File: config.mk
export PLATFORM = sky130hd
export DESIGN_NAME = dram_ecc_glue
export DESIGN_NICKNAME = d
export VERILOG_FILES = /design/src/verilog/glue_pkg.sv /design/src/verilog/tap_if.sv /design/src/verilog/dram_ecc_glue.sv /design/src/verilog/tap_chain.sv
export SDC_FILE = /design/constraint.sdc
export NUM_CORES = 1
export LEC_CHECK = 0
export ABC_AREA = 1
export BUFFER_PORTS_ARGS = -buffer_cell sky130_fd_sc_hd__buf_2
export CORE_MARGIN = 8
export CORE_UTILIZATION = 49
export CTS_CLUSTER_DIAMETER = 120
export DETAILED_ROUTE_END_ITERATION = 8
export PLACE_DENSITY = 0.82
export SYNTH_ARGS = -nofsm -noshare
export SYNTH_HDL_FRONTEND = slang
export SYNTH_HIERARCHICAL = 1
export SYNTH_SLANG_ARGS = --single-unit
File: constraint.sdc
create_clock -name sys_clk -period 0.8 [get_ports sys_clk]
set_input_delay 0.12 -clock sys_clk [delete_from_list [all_inputs] [get_ports sys_clk]]
set_output_delay 0.12 -clock sys_clk [all_outputs]
set_load 0.005 [all_outputs]
File: src/verilog/glue_pkg.sv
/*
   Package for the memory glue timing block: state names, tap counts and widths.
   Assumes a single 250 MHz system clock and a synchronous active-high reset.

   // Summary of operation
   // - First tap repeats strobe two fast periods later.
   // - Each later tap adds two chain periods.
   // - Error latches only on read-cycle any-error.
   // - Midpoint flag marks half of access cycle.
*/
package glue_pkg;
   // Periods of delay per tap, in the tap's own clock.
   localparam int TAP_PERIODS = 2;
   // Reset value of every tap and latch.
   localparam logic TAP_RESET = 1'b0;
   // Controller mode codes; refresh is mode one.
   localparam logic [2:0] MODE_NORMAL = 3'h0;
   localparam logic [2:0] MODE_REFRESH = 3'h1;
   // Cycle kinds seen by the glue logic.
   typedef enum {CYC_IDLE, CYC_READ, CYC_WRITE, CYC_REFRESH} cycle_kind_t;
endpackage : glue_pkg

File: src/verilog/tap_if.sv
/*
   Interface carrying the tap chain outputs between the top and the chain.
   Assumes both ends run on sys_clk.
*/
`timescale 1ns/10ps
`default_nettype none
interface tap_if;
   logic tap_two;   // Event delayed two fast-clock periods.
   logic tap_four;  // Delayed two fast-clock plus two chain periods.
   logic tap_six;   // Delayed two fast-clock plus four chain periods.
   logic tap_eight; // Delayed two fast-clock plus six chain periods.
   modport chain (output tap_two, tap_four, tap_six, tap_eight);
   modport user (input tap_two, tap_four, tap_six, tap_eight);
endinterface : tap_if
`default_nettype wire

File: src/verilog/dram_ecc_glue.sv
/*
   Top of the memory glue timing block: taps, midpoint, error latch, refresh mode.
   Assumes all inputs are synchronous to sys_clk and enables are one-cycle pulses.
*/
`timescale 1ns/10ps
`default_nettype none
module dram_ecc_glue (
   input wire logic sys_clk,
   input wire logic rst,
   input wire logic fast_clock,
   input wire logic delay_chain_clock,
   input wire logic row_strobe_in,
   input wire logic refresh_request,
   input wire logic read_cycle,
   input wire logic any_error,
   output logic tap_two,
   output logic tap_four,
   output logic tap_six,
   output logic tap_eight,
   output logic cycle_midpoint,
   output logic error_latched,
   output logic [2:0] ctrl_mode
);
   import glue_pkg::*;

   // Bundle of the four tap outputs coming back from the chain.
   tap_if taps ();
   logic start_evt; // Cycle start: strobe or refresh request.
   logic [2:0] mode_nxt; // Next controller mode code.
   cycle_kind_t kind_r; // Kind of the cycle in progress.

   // A memory access and a refresh both start the same timing chain, so the
   // chain sees one merged event. Which kind of cycle it was is kept apart in
   // kind_r, so that the error latch can tell a read from the others.
   // Both inputs are taken as already synchronous to sys_clk.
   assign start_evt = row_strobe_in | refresh_request;

   // Shared delay chain. Its four taps give the timing points of a cycle.
   // They are registered again below so that every pin of this block comes
   // straight from a flip-flop, which costs one edge of latency on each tap.
   tap_chain u_chain (
      .sys_clk(sys_clk),
      .rst(rst),
      .fast_clock(fast_clock),
      .delay_chain_clock(delay_chain_clock),
      .start_evt(start_evt),
      .taps(taps)
   );

   // Register the taps so outputs come from flip-flops.
   // The extra edge is the same for all four taps, so their spacing is kept.
   // Reset clears them together with the chain itself.
   always_ff @(posedge sys_clk) begin
      if (rst) begin
         tap_two <= TAP_RESET;
         tap_four <= TAP_RESET;
         tap_six <= TAP_RESET;
         tap_eight <= TAP_RESET;
      end else begin
         tap_two <= taps.tap_two;
         tap_four <= taps.tap_four;
         tap_six <= taps.tap_six;
         tap_eight <= taps.tap_eight;
      end
   end

   // Track the kind of cycle; refresh outranks a read.
   // The kind is sampled on every edge while the event stands, so a late
   // read_cycle level is still seen before the midpoint arrives.
   // It falls back to idle as soon as the merged event drops.
   always_ff @(posedge sys_clk) begin
      if (rst) begin
         kind_r <= CYC_IDLE;
      end else if (!start_evt) begin
         // No strobe and no refresh: the bus is between cycles.
         kind_r <= CYC_IDLE;
      end else if (refresh_request) begin
         // A refresh never counts as a read, even with read_cycle up.
         kind_r <= CYC_REFRESH;
      end else if (read_cycle) begin
         // Plain read access: errors found now are of interest.
         kind_r <= CYC_READ;
      end else begin
         // Everything else that starts a cycle is a write.
         kind_r <= CYC_WRITE;
      end
   end

   // Midpoint: cycle has reached tap four but not tap eight.
   // Tap four is half of the eight-period span, so the flag rises halfway
   // through the cycle and falls when the last tap arrives. It is taken
   // from the chain before the output registers, so it lines up with them.
   always_ff @(posedge sys_clk) begin
      if (rst) begin
         cycle_midpoint <= 1'b0;
      end else begin
         cycle_midpoint <= taps.tap_four & ~taps.tap_eight;
      end
   end

   // Error latch: sampled at midpoint of read cycles, held until cycle ends.
   // The midpoint qualifier keeps early, unsettled any_error levels out.
   // If a new error and the end of the cycle fall in one edge, the set wins,
   // so an error seen on the last edge of a read is never lost.
   always_ff @(posedge sys_clk) begin
      if (rst) begin
         error_latched <= TAP_RESET;
      end else if (cycle_midpoint && kind_r == CYC_READ && any_error) begin
         // Error reported while a read is halfway through.
         error_latched <= 1'b1;
      end else if (!start_evt) begin
         // Cycle over: get ready for the next one.
         error_latched <= 1'b0;
      end
   end

   // Controller mode follows the refresh request.
   // Any other time the controller is left in its normal access mode.
   always_comb begin
      mode_nxt = refresh_request ? MODE_REFRESH : MODE_NORMAL;
   end

   // Mode register, so the mode pins come straight from flip-flops.
   // The mode therefore lags the refresh request by one edge.
   always_ff @(posedge sys_clk) begin
      if (rst) begin
         ctrl_mode <= MODE_NORMAL;
      end else begin
         ctrl_mode <= mode_nxt;
      end
   end

   // Checks on the glue outputs. Each one watches the registered outputs or
   // the state that drives them, so a broken equation shows at the edge
   // where its output first goes wrong.

   // An error may only be caught at the midpoint of a read with any_error up.
   chk_err_read_only: assert property (@(posedge sys_clk) disable iff (rst)
      $rose(error_latched) |-> $past(kind_r == CYC_READ && any_error && cycle_midpoint))
      else $error("error latched outside read midpoint");

   // The midpoint flag is only raised inside the tap four to tap eight span.
   chk_mid_window: assert property (@(posedge sys_clk) disable iff (rst)
      cycle_midpoint |-> $past(taps.tap_four) && !$past(taps.tap_eight))
      else $error("midpoint outside window");

   // The midpoint agrees with the tap outputs registered beside it.
   chk_mid_taps: assert property (@(posedge sys_clk) disable iff (rst)
      cycle_midpoint |-> tap_four && !tap_eight)
      else $error("midpoint disagrees with taps");

   // A refresh request puts the controller into refresh mode on the next edge.
   chk_refresh_mode: assert property (@(posedge sys_clk) disable iff (rst)
      refresh_request |=> ctrl_mode == MODE_REFRESH)
      else $error("refresh did not set mode one");

   // Reset clears the taps and the error latch.
   chk_reset_clear: assert property (@(posedge sys_clk)
      rst |=> !tap_two && !tap_four && !tap_six && !tap_eight && !error_latched)
      else $error("reset did not clear outputs");

   // Reset also returns the controller mode and the midpoint flag to rest.
   chk_reset_rest: assert property (@(posedge sys_clk)
      rst |=> ctrl_mode == MODE_NORMAL && !cycle_midpoint)
      else $error("reset left mode or midpoint set");

   // Output copies of the taps lag the chain by exactly one edge.
   chk_tap_two_copy: assert property (@(posedge sys_clk) disable iff (rst)
      1 |=> tap_two == $past(taps.tap_two))
      else $error("tap two output mismatch");

   // The last tap keeps the same one-edge lag as the first.
   chk_tap_eight_copy: assert property (@(posedge sys_clk) disable iff (rst)
      1 |=> tap_eight == $past(taps.tap_eight))
      else $error("tap eight output mismatch");

   // A write cycle never raises the error latch.
   chk_no_err_write: assert property (@(posedge sys_clk) disable iff (rst)
      (kind_r == CYC_WRITE && !error_latched) |=> !error_latched)
      else $error("error latched in write");

   // A refresh cycle never raises the error latch either.
   chk_no_err_refresh: assert property (@(posedge sys_clk) disable iff (rst)
      (kind_r == CYC_REFRESH && !error_latched) |=> !error_latched)
      else $error("error latched in refresh");

   // A refresh that overlaps a read level is still treated as a refresh.
   chk_refresh_first: assert property (@(posedge sys_clk) disable iff (rst)
      (refresh_request && read_cycle) |=> kind_r == CYC_REFRESH)
      else $error("read outranked refresh");

   // A caught error stands for as long as the cycle does.
   chk_err_hold: assert property (@(posedge sys_clk) disable iff (rst)
      (error_latched && start_evt) |=> error_latched)
      else $error("error latch dropped inside cycle");

   // Once the cycle has ended and nothing new is caught, the latch lets go.
   chk_err_release: assert property (@(posedge sys_clk) disable iff (rst)
      (error_latched && !start_evt && !(cycle_midpoint && kind_r == CYC_READ && any_error))
      |=> !error_latched)
      else $error("error latch stuck after cycle");

   // Without a refresh request the controller goes back to normal mode.
   chk_mode_normal: assert property (@(posedge sys_clk) disable iff (rst)
      !refresh_request |=> ctrl_mode == MODE_NORMAL)
      else $error("mode stuck in refresh");

   // Main scenarios: a caught read error, a midpoint, a refresh, an ignored error.
   cov_read_error: cover property (@(posedge sys_clk) disable iff (rst) $rose(error_latched));
   cov_midpoint: cover property (@(posedge sys_clk) disable iff (rst) $rose(cycle_midpoint));
   cov_refresh: cover property (@(posedge sys_clk) disable iff (rst) ctrl_mode == MODE_REFRESH);
   cov_err_ignored: cover property (@(posedge sys_clk) disable iff (rst)
      kind_r == CYC_REFRESH && cycle_midpoint && any_error);
endmodule : dram_ecc_glue
`default_nettype wire

File: src/verilog/tap_chain.sv
/*
   Tapped shift chain producing delayed copies of the cycle-start event.
   Assumes fast_clock and delay_chain_clock are one-cycle enables on sys_clk.
*/
`timescale 1ns/10ps
`default_nettype none
module tap_chain (
   input wire logic sys_clk,
   input wire logic rst,
   input wire logic fast_clock,
   input wire logic delay_chain_clock,
   input wire logic start_evt,
   tap_if.chain taps
);
   import glue_pkg::*;

   // Two-stage pipes; the last stage of each is the tap.
   logic [1:0] pipe2_r;
   logic [1:0] pipe4_r;
   logic [1:0] pipe6_r;
   logic [1:0] pipe8_r;

   // First tap advances on the fast clock enable.
   always_ff @(posedge sys_clk) begin
      if (rst) begin
         pipe2_r <= {2{TAP_RESET}};
      end else if (fast_clock) begin
         pipe2_r <= {pipe2_r[0], start_evt};
      end
   end

   // Later taps advance on the chain clock enable, two stages each.
   always_ff @(posedge sys_clk) begin
      if (rst) begin
         pipe4_r <= {2{TAP_RESET}};
         pipe6_r <= {2{TAP_RESET}};
         pipe8_r <= {2{TAP_RESET}};
      end else if (delay_chain_clock) begin
         pipe4_r <= {pipe4_r[0], pipe2_r[1]};
         pipe6_r <= {pipe6_r[0], pipe4_r[1]};
         pipe8_r <= {pipe8_r[0], pipe6_r[1]};
      end
   end

   assign taps.tap_two = pipe2_r[1];
   assign taps.tap_four = pipe4_r[1];
   assign taps.tap_six = pipe6_r[1];
   assign taps.tap_eight = pipe8_r[1];

   // Checks on the chain timing.
   chk_tap_two_delay: assert property (@(posedge sys_clk) disable iff (rst)
      fast_clock |=> (pipe2_r[0] == $past(start_evt)) && (pipe2_r[1] == $past(pipe2_r[0])))
      else $error("tap two timing broken");
   chk_tap_four_follow: assert property (@(posedge sys_clk) disable iff (rst)
      delay_chain_clock |=> (pipe4_r[0] == $past(pipe2_r[1])))
      else $error("tap four does not follow tap two");
   chk_tap_step_six: assert property (@(posedge sys_clk) disable iff (rst)
      delay_chain_clock |=> (pipe6_r[1] == $past(pipe6_r[0])))
      else $error("tap six stage slip");
   chk_tap_step_eight: assert property (@(posedge sys_clk) disable iff (rst)
      !delay_chain_clock |=> $stable(pipe8_r))
      else $error("tap eight moved without chain clock");
   cov_tap_eight_high: cover property (@(posedge sys_clk) disable iff (rst) taps.tap_eight);
endmodule : tap_chain
`default_nettype wire

==> summary.txt, run 1 <==
Simple-gate share of the synthesized area -> 0.329
Die ar. -> 2800 um2
Leakage Power -> 0.418 nW
Synth Area in Compound Gates -> 0
Post-route DRC -> 0
WP data required -> 680 ps
Synth Area in Adders -> 0
Slew Viols, Final -> 0
Seq/Total Area, Yosys -> 0.508
Worst EP arrival -> 720 ps
All-Layer GR Usage -> 0.0861
Synth unique cells -> 13
Area delta synth->final -> 15.7%
Crit start category -> flop
FMAX -> 1190 MHz
First-pass GRT wire length -> 1.74 mm
Status -> complete, but fails checks
Met2 WL -> 528 um
Mean Syn Cell Area -> 7.44 um2
Post-route setup slack -> -40.3 ps
CP max-delay cell -> dfxtp_2
#FFs+latches synth -> 17
Skew final -> 1.70 ps
NumNets Final -> 115
Max Cap Violations -> 0
Antenna violations before repair -> 0
Min Tclk post-route -> 840 ps
RSZ-0062 raised after global routing -> yes
Commonest non-fill, non-tap cells in the layout -> nor2_1, nand2_1, inv_1
Min Hold Slack -> 71.2 ps
Post-synth design cell area -> 669 um2
Ratio of cells with drive above 1 in the final layout -> 0.302
Hold crit path type -> in2reg
Post-route ant nets -> 0
Worst R2R Setup Slack -> 140 ps
Mapped Cells -> 90
Synth Area in XOR/XNOR -> 0
IO Pins -> 17
Total Wirelength -> 1.15 mm
Largest net degree at the start of global routing -> 13
Avg WL per Cell -> 9.50 um
Clk Latency, worst-skew pair -> 280 ps
TritonCTS Buffers -> 3
Final design utilization -> 0.603
Vias in the first global route -> 444
Final hold viol count -> 0
Core Region -> 1280 um2
Clock transition at the registers of the reported paths -> 90 ps
Metal-1 WL -> 492 um
Inserted Diodes -> 0
Die width -> 53.0 um
DPL Wire Length -> 922 um
Cell Chain, Critical Path -> buf_6
Port Buffers -> 14
Top Metal Used -> met4
Worst VDD drop -> 0.00127 V
Final TNS setup -> -185 ps
Yosys warning total -> 6
Cell family with most CP delay -> flip-flops
Row count -> 13
Post-route insts no fill -> 121
TritonCTS clock tree -> built
CP Capture Type -> primary output
# H-tree levels -> 1
Vias per cell -> 4.34
Setup CP Type -> reg2out
Most common cell after layout, fill and taps aside -> nor2_1
Mux share of post-synthesis cell area -> 0
DR WL met3 -> 99 um
P per Cell Area -> 1960 nW/um2
Main combinational cell family by area after synthesis -> simple AND/OR/NAND/NOR gates
Pre-CTS WS -> 65.0 ps
Initial drt markers -> 4
CP max stage delay -> 330 ps
Period utilisation layout -> 1.05
Failing checks -> setup timing
DR pass1 iterations -> 4
Clk sinks -> 17
Die Ht -> 53.0 um
Root Driver -> clkbuf_4
Cell Count Post-Placement -> 116
Final setup fails -> 7
Max FO, Critical Path -> 2
CP bufs+invs -> 1
Starting Density -> 0.521
CTS Buffer Depth -> 2
Placer congestion estimate -> 0.679
Via count -> 525
Overflow left after global routing -> 0
==> sequential cells by signal, summed over array words and instances, names as in the netlist <==
signal / flops
tap_eight: 1
kind_r: 2
tap_six: 1
tap_four: 1
u_chain/pipe2_r: 2
tap_two: 1
u_chain/pipe6_r: 2
u_chain/pipe8_r: 2
error_latched: 1
cycle_midpoint: 1
u_chain/pipe4_r: 2
ctrl_mode: 1
==> what timing repair did <==
item | in CTS | in global routing
endpoints found under the setup margin | 7 | 7
gates resized for setup | 2 | 3
endpoints found under the hold margin | 0 | 0
hold buffers | 0 | 0
buffers inserted | 1 | 0
==> synth_stat cells <==
library cell / instances / area, um2
buf_4: 2 / 15.0
buf_6: 2 / 22.5
conb_1: 1 / 3.75
dfxtp_1: 17 / 340
inv_1: 16 / 60.1
inv_2: 2 / 7.51
nand2_1: 19 / 71.3
nand2_2: 1 / 6.26
nand2_4: 1 / 11.3
nand3_1: 1 / 5.00
nor2_1: 21 / 78.8
nor2_2: 6 / 37.5
nor3_2: 1 / 10.0
==> per-layer routing <==
| layer | GRT usage | up-vias |
|---|---|---|
| met5 | 0 | - |
| met4 | 0.0905 | 0 |
| met3 | 0.0280 | 4 |
| met2 | 0.137 | 17 |
| met1 | 0.0828 | 225 |
| li1 | - | 279 |
==> power by group <==
part	total (mW)	switching (mW)	leakage [nW]	internal [mW]
sequential	0.917	0.0229	0.141	0.894
clock	0.437	0.244	0.0150	0.193
combinational	0.165	0.0983	0.261	0.0665
total	1.52	0.365	0.418	1.15
==> cell families (layout without fill, tap and decap cells) <==
family	Yosys count	count (layout)
buffers and inverters	22	37
flip-flops	17	17
other	1	2
AND/OR/NAND/NOR	50	50
==> path summary, 6_finish.rpt <==
| check | startpoint | endpoint | depth (start not counted) |
|---|---|---|---|
| max reg2reg | error_latched | error_latched | 3 |
| max | cycle_midpoint | cycle_midpoint | 1 |
| min | read_cycle | kind_r[0] | 3 |
| min reg2reg | u_chain/pipe2_r[1] | tap_two | 2 |
==> through the flow <==
| step | total power, mW | instance area, um2 |
|---|---|---|
| 2_1_floorplan | 1.06 | 673 |
| 3_3_place_gp | 1.09 | 724 |
| 3_5_place_dp | 1.10 | 724 |
| 4_1_cts | 1.54 | 761 |
| 5_1_grt | 1.60 | 774 |
| 6_report | 1.52 | 774 |
==> layout make-up <==
| cell class | instances | area, um2 |
|---|---|---|
| fill | 129 | 510 |
| timing repair buffer | 15 | 90.1 |
| inverter | 18 | 67.6 |
| multi-input combinational | 52 | 228 |
| clock buffer | 4 | 26.3 |
| sequential | 17 | 344 |
| tap | 15 | 18.8 |
(Power assumes the default switching activity.)
==> inputs of run 2 (changes only) <==
Settings changed: BUFFER_PORTS_ARGS -buffer_cell sky130_fd_sc_hd__buf_2 to default, CORE_AREA from default to 8 8 45 47, CORE_MARGIN 8 to default, CORE_UTILIZATION 49 to default, DIE_AREA from default to 0 0 53 55, DONT_BUFFER_PORTS from default to 1, PLACE_DENSITY 0.82 to 0.72.
==> summary.txt, run 2 (synthesis results as in run 1) <==
Vias per cell -> 4.31 (-0.73%)
Worst EP arrival -> 630 ps (-90 ps)
Top Metal Used -> met4
Post-CTS setup buffer count -> 0 (-1)
Total power -> 1.52 mW (-0.16%)
CP Capture Type -> primary output
Slew Viols, Final -> 0 (unchanged)
Leakage Power -> 0.388 nW (-7.0%)
Clock transition at the registers of the reported paths -> 100 ps (about the same)
Commonest non-fill, non-tap cells in the layout -> nor2_1, nand2_1, inv_1
Post-route ant nets -> 0 (unchanged)
Avg WL per Cell -> 9.81 um (+3.3%)
P per Cell Area -> 2000 nW/um2 (+2.0%)
Die width -> 53 um (about the same)
TritonCTS Buffers -> 3 (unchanged)
Hold crit path type -> in2reg
All-Layer GR Usage -> 0.0861 (about the same)
Min Hold Slack -> -43.6 ps (-115 ps)
CTS Buffer Depth -> 2 (unchanged)
# H-tree levels -> 1 (unchanged)
Period utilisation layout -> 0.943 (-0.107)
Final hold viol count -> 6 (+6)
Min Tclk post-route -> 755 ps (-85.5 ps)
Total Wirelength -> 1.12 mm (-2.7%)
Root Driver -> clkbuf_4
Post-route insts no fill -> 114 (-5.8%)
Met2 WL -> 510 um (-3.4%)
NumNets Final -> 107 (-7.0%)
Antenna violations before repair -> 0 (unchanged)
DR pass1 iterations -> 4 (unchanged)
Number of fill cells -> 129 (unchanged)
Via count -> 491 (-6.5%)
Vias in the first global route -> 431 (-2.9%)
Worst VDD drop -> 0.00102 V (-20%)
Largest net degree at the start of global routing -> 13 (unchanged)
Final setup fails -> 0 (-7)
Starting Density -> 0.484 (-0.0372)
Setup CP Type -> reg2out
Clk Latency, worst-skew pair -> 290 ps (about the same)
Overflow left after global routing -> 0 (unchanged)
Max Cap Violations -> 0 (unchanged)
WP data required -> 680 ps (about the same)
Skew final -> 4.36 ps (+2.66 ps)
Crit start category -> flop
Area delta synth->final -> 13.3%
Multi-input logic area -> 228 um2 (unchanged)
Die Ht -> 55 um (+3.9%)
RSZ-0062 raised after global routing -> no
Row count -> 14 (+1)
Initial drt markers -> 12 (+8)
FMAX -> 1320 MHz (+11%)
Max FO, Critical Path -> 2 (unchanged)
Status -> complete, but fails checks
Cell Count Post-Placement -> 103 (-11%)
Clk sinks -> 17 (unchanged)
Failing checks -> hold timing
Most common cell after layout, fill and taps aside -> nor2_1
Port Buffers -> 0 (-14)
Post-route DRC -> 0 (unchanged)
TritonCTS clock tree -> built
First-pass GRT wire length -> 1.80 mm (+3.6%)
Ratio of cells with drive above 1 in the final layout -> 0.173 (-0.128)
Core Region -> 1380 um2 (+7.7%)
IO Pins -> 17 (unchanged)
Register Area -> 343 um2 (-0.36%)
Metal-1 WL -> 461 um (-6.3%)
Placer congestion estimate -> 0.701 (+3.2%)
DPL Wire Length -> 736 um (-20%)
DR WL met3 -> 106 um (+7.1%)
Die ar. -> 2920 um2 (+3.9%)
Inserted Diodes -> 0 (unchanged)
Final TNS setup -> 0 ps (+185 ps)
## run 2: cell types whose count changed in the layout (fill, tap and decap cells not counted), sizes merged
| cell | previous run | this run |
|---|---|---|
| dlygate4sd3 | 0 | 6 |
| clkbuf | 4 | 3 |
| buf | 15 | 0 |
| dlymetal6s4s | 0 | 1 |
| clkinv | 0 | 1 |
## run 2: timing repair
action	in CTS	in global routing
gates resized for setup	0	3
hold endpoints to repair	17	7
hold buffers	6	1
endpoints found under the setup margin	0	3
## run 2: power breakdown
part | total (mW) | internal [mW] | leakage, nW | switching (mW)
combinational | 0.146 | 0.0680 | 0.230 | 0.0784
clock | 0.451 | 0.186 | 0.0177 | 0.265
sequential | 0.919 | 0.894 | 0.141 | 0.0252
total | 1.52 | 1.15 | 0.388 | 0.369
## run 2: layout make-up
class | count | area share
clock inverters | 1 | 0.00660
well taps | 16 | 0.0264
flip-flops and latches | 17 | 0.452
multi-input cells | 52 | 0.300
repair buffers | 7 | 0.0957
inverters | 18 | 0.0891
clock buffers | 3 | 0.0297
## run 2: stage by stage
step / worst slack (ps) / area, um2 / utilization
floorplan: 208 / 673 / -
finish: 45.2 / 758 / 0.548
CTS: 9.60 / 743 / 0.537
global placement: 176 / 656 / 0.474
detailed placement: 162 / 656 / 0.474
global route: 5.95 / 758 / 0.548
## run 2: worst paths after layout
| check | startpoint | to | slack, ps | cells past startpoint |
|---|---|---|---|---|
| max | error_latched | error_latched | 50 | 0 |
| min | delay_chain_clock | u_chain/pipe8_r[1] | -40 | 2 |
| max reg2reg | cycle_midpoint | error_latched | 160 | 4 |
| min reg2reg | u_chain/pipe2_r[1] | tap_two | 440 | 2 |
## run 2: per-layer routing
layer  vias to the layer above  global-route usage
met2                        15               0.133
met5                         -                   0
met4                         0              0.0647
met3                         6              0.0348
li1                        265                   -
met1                       205              0.0937
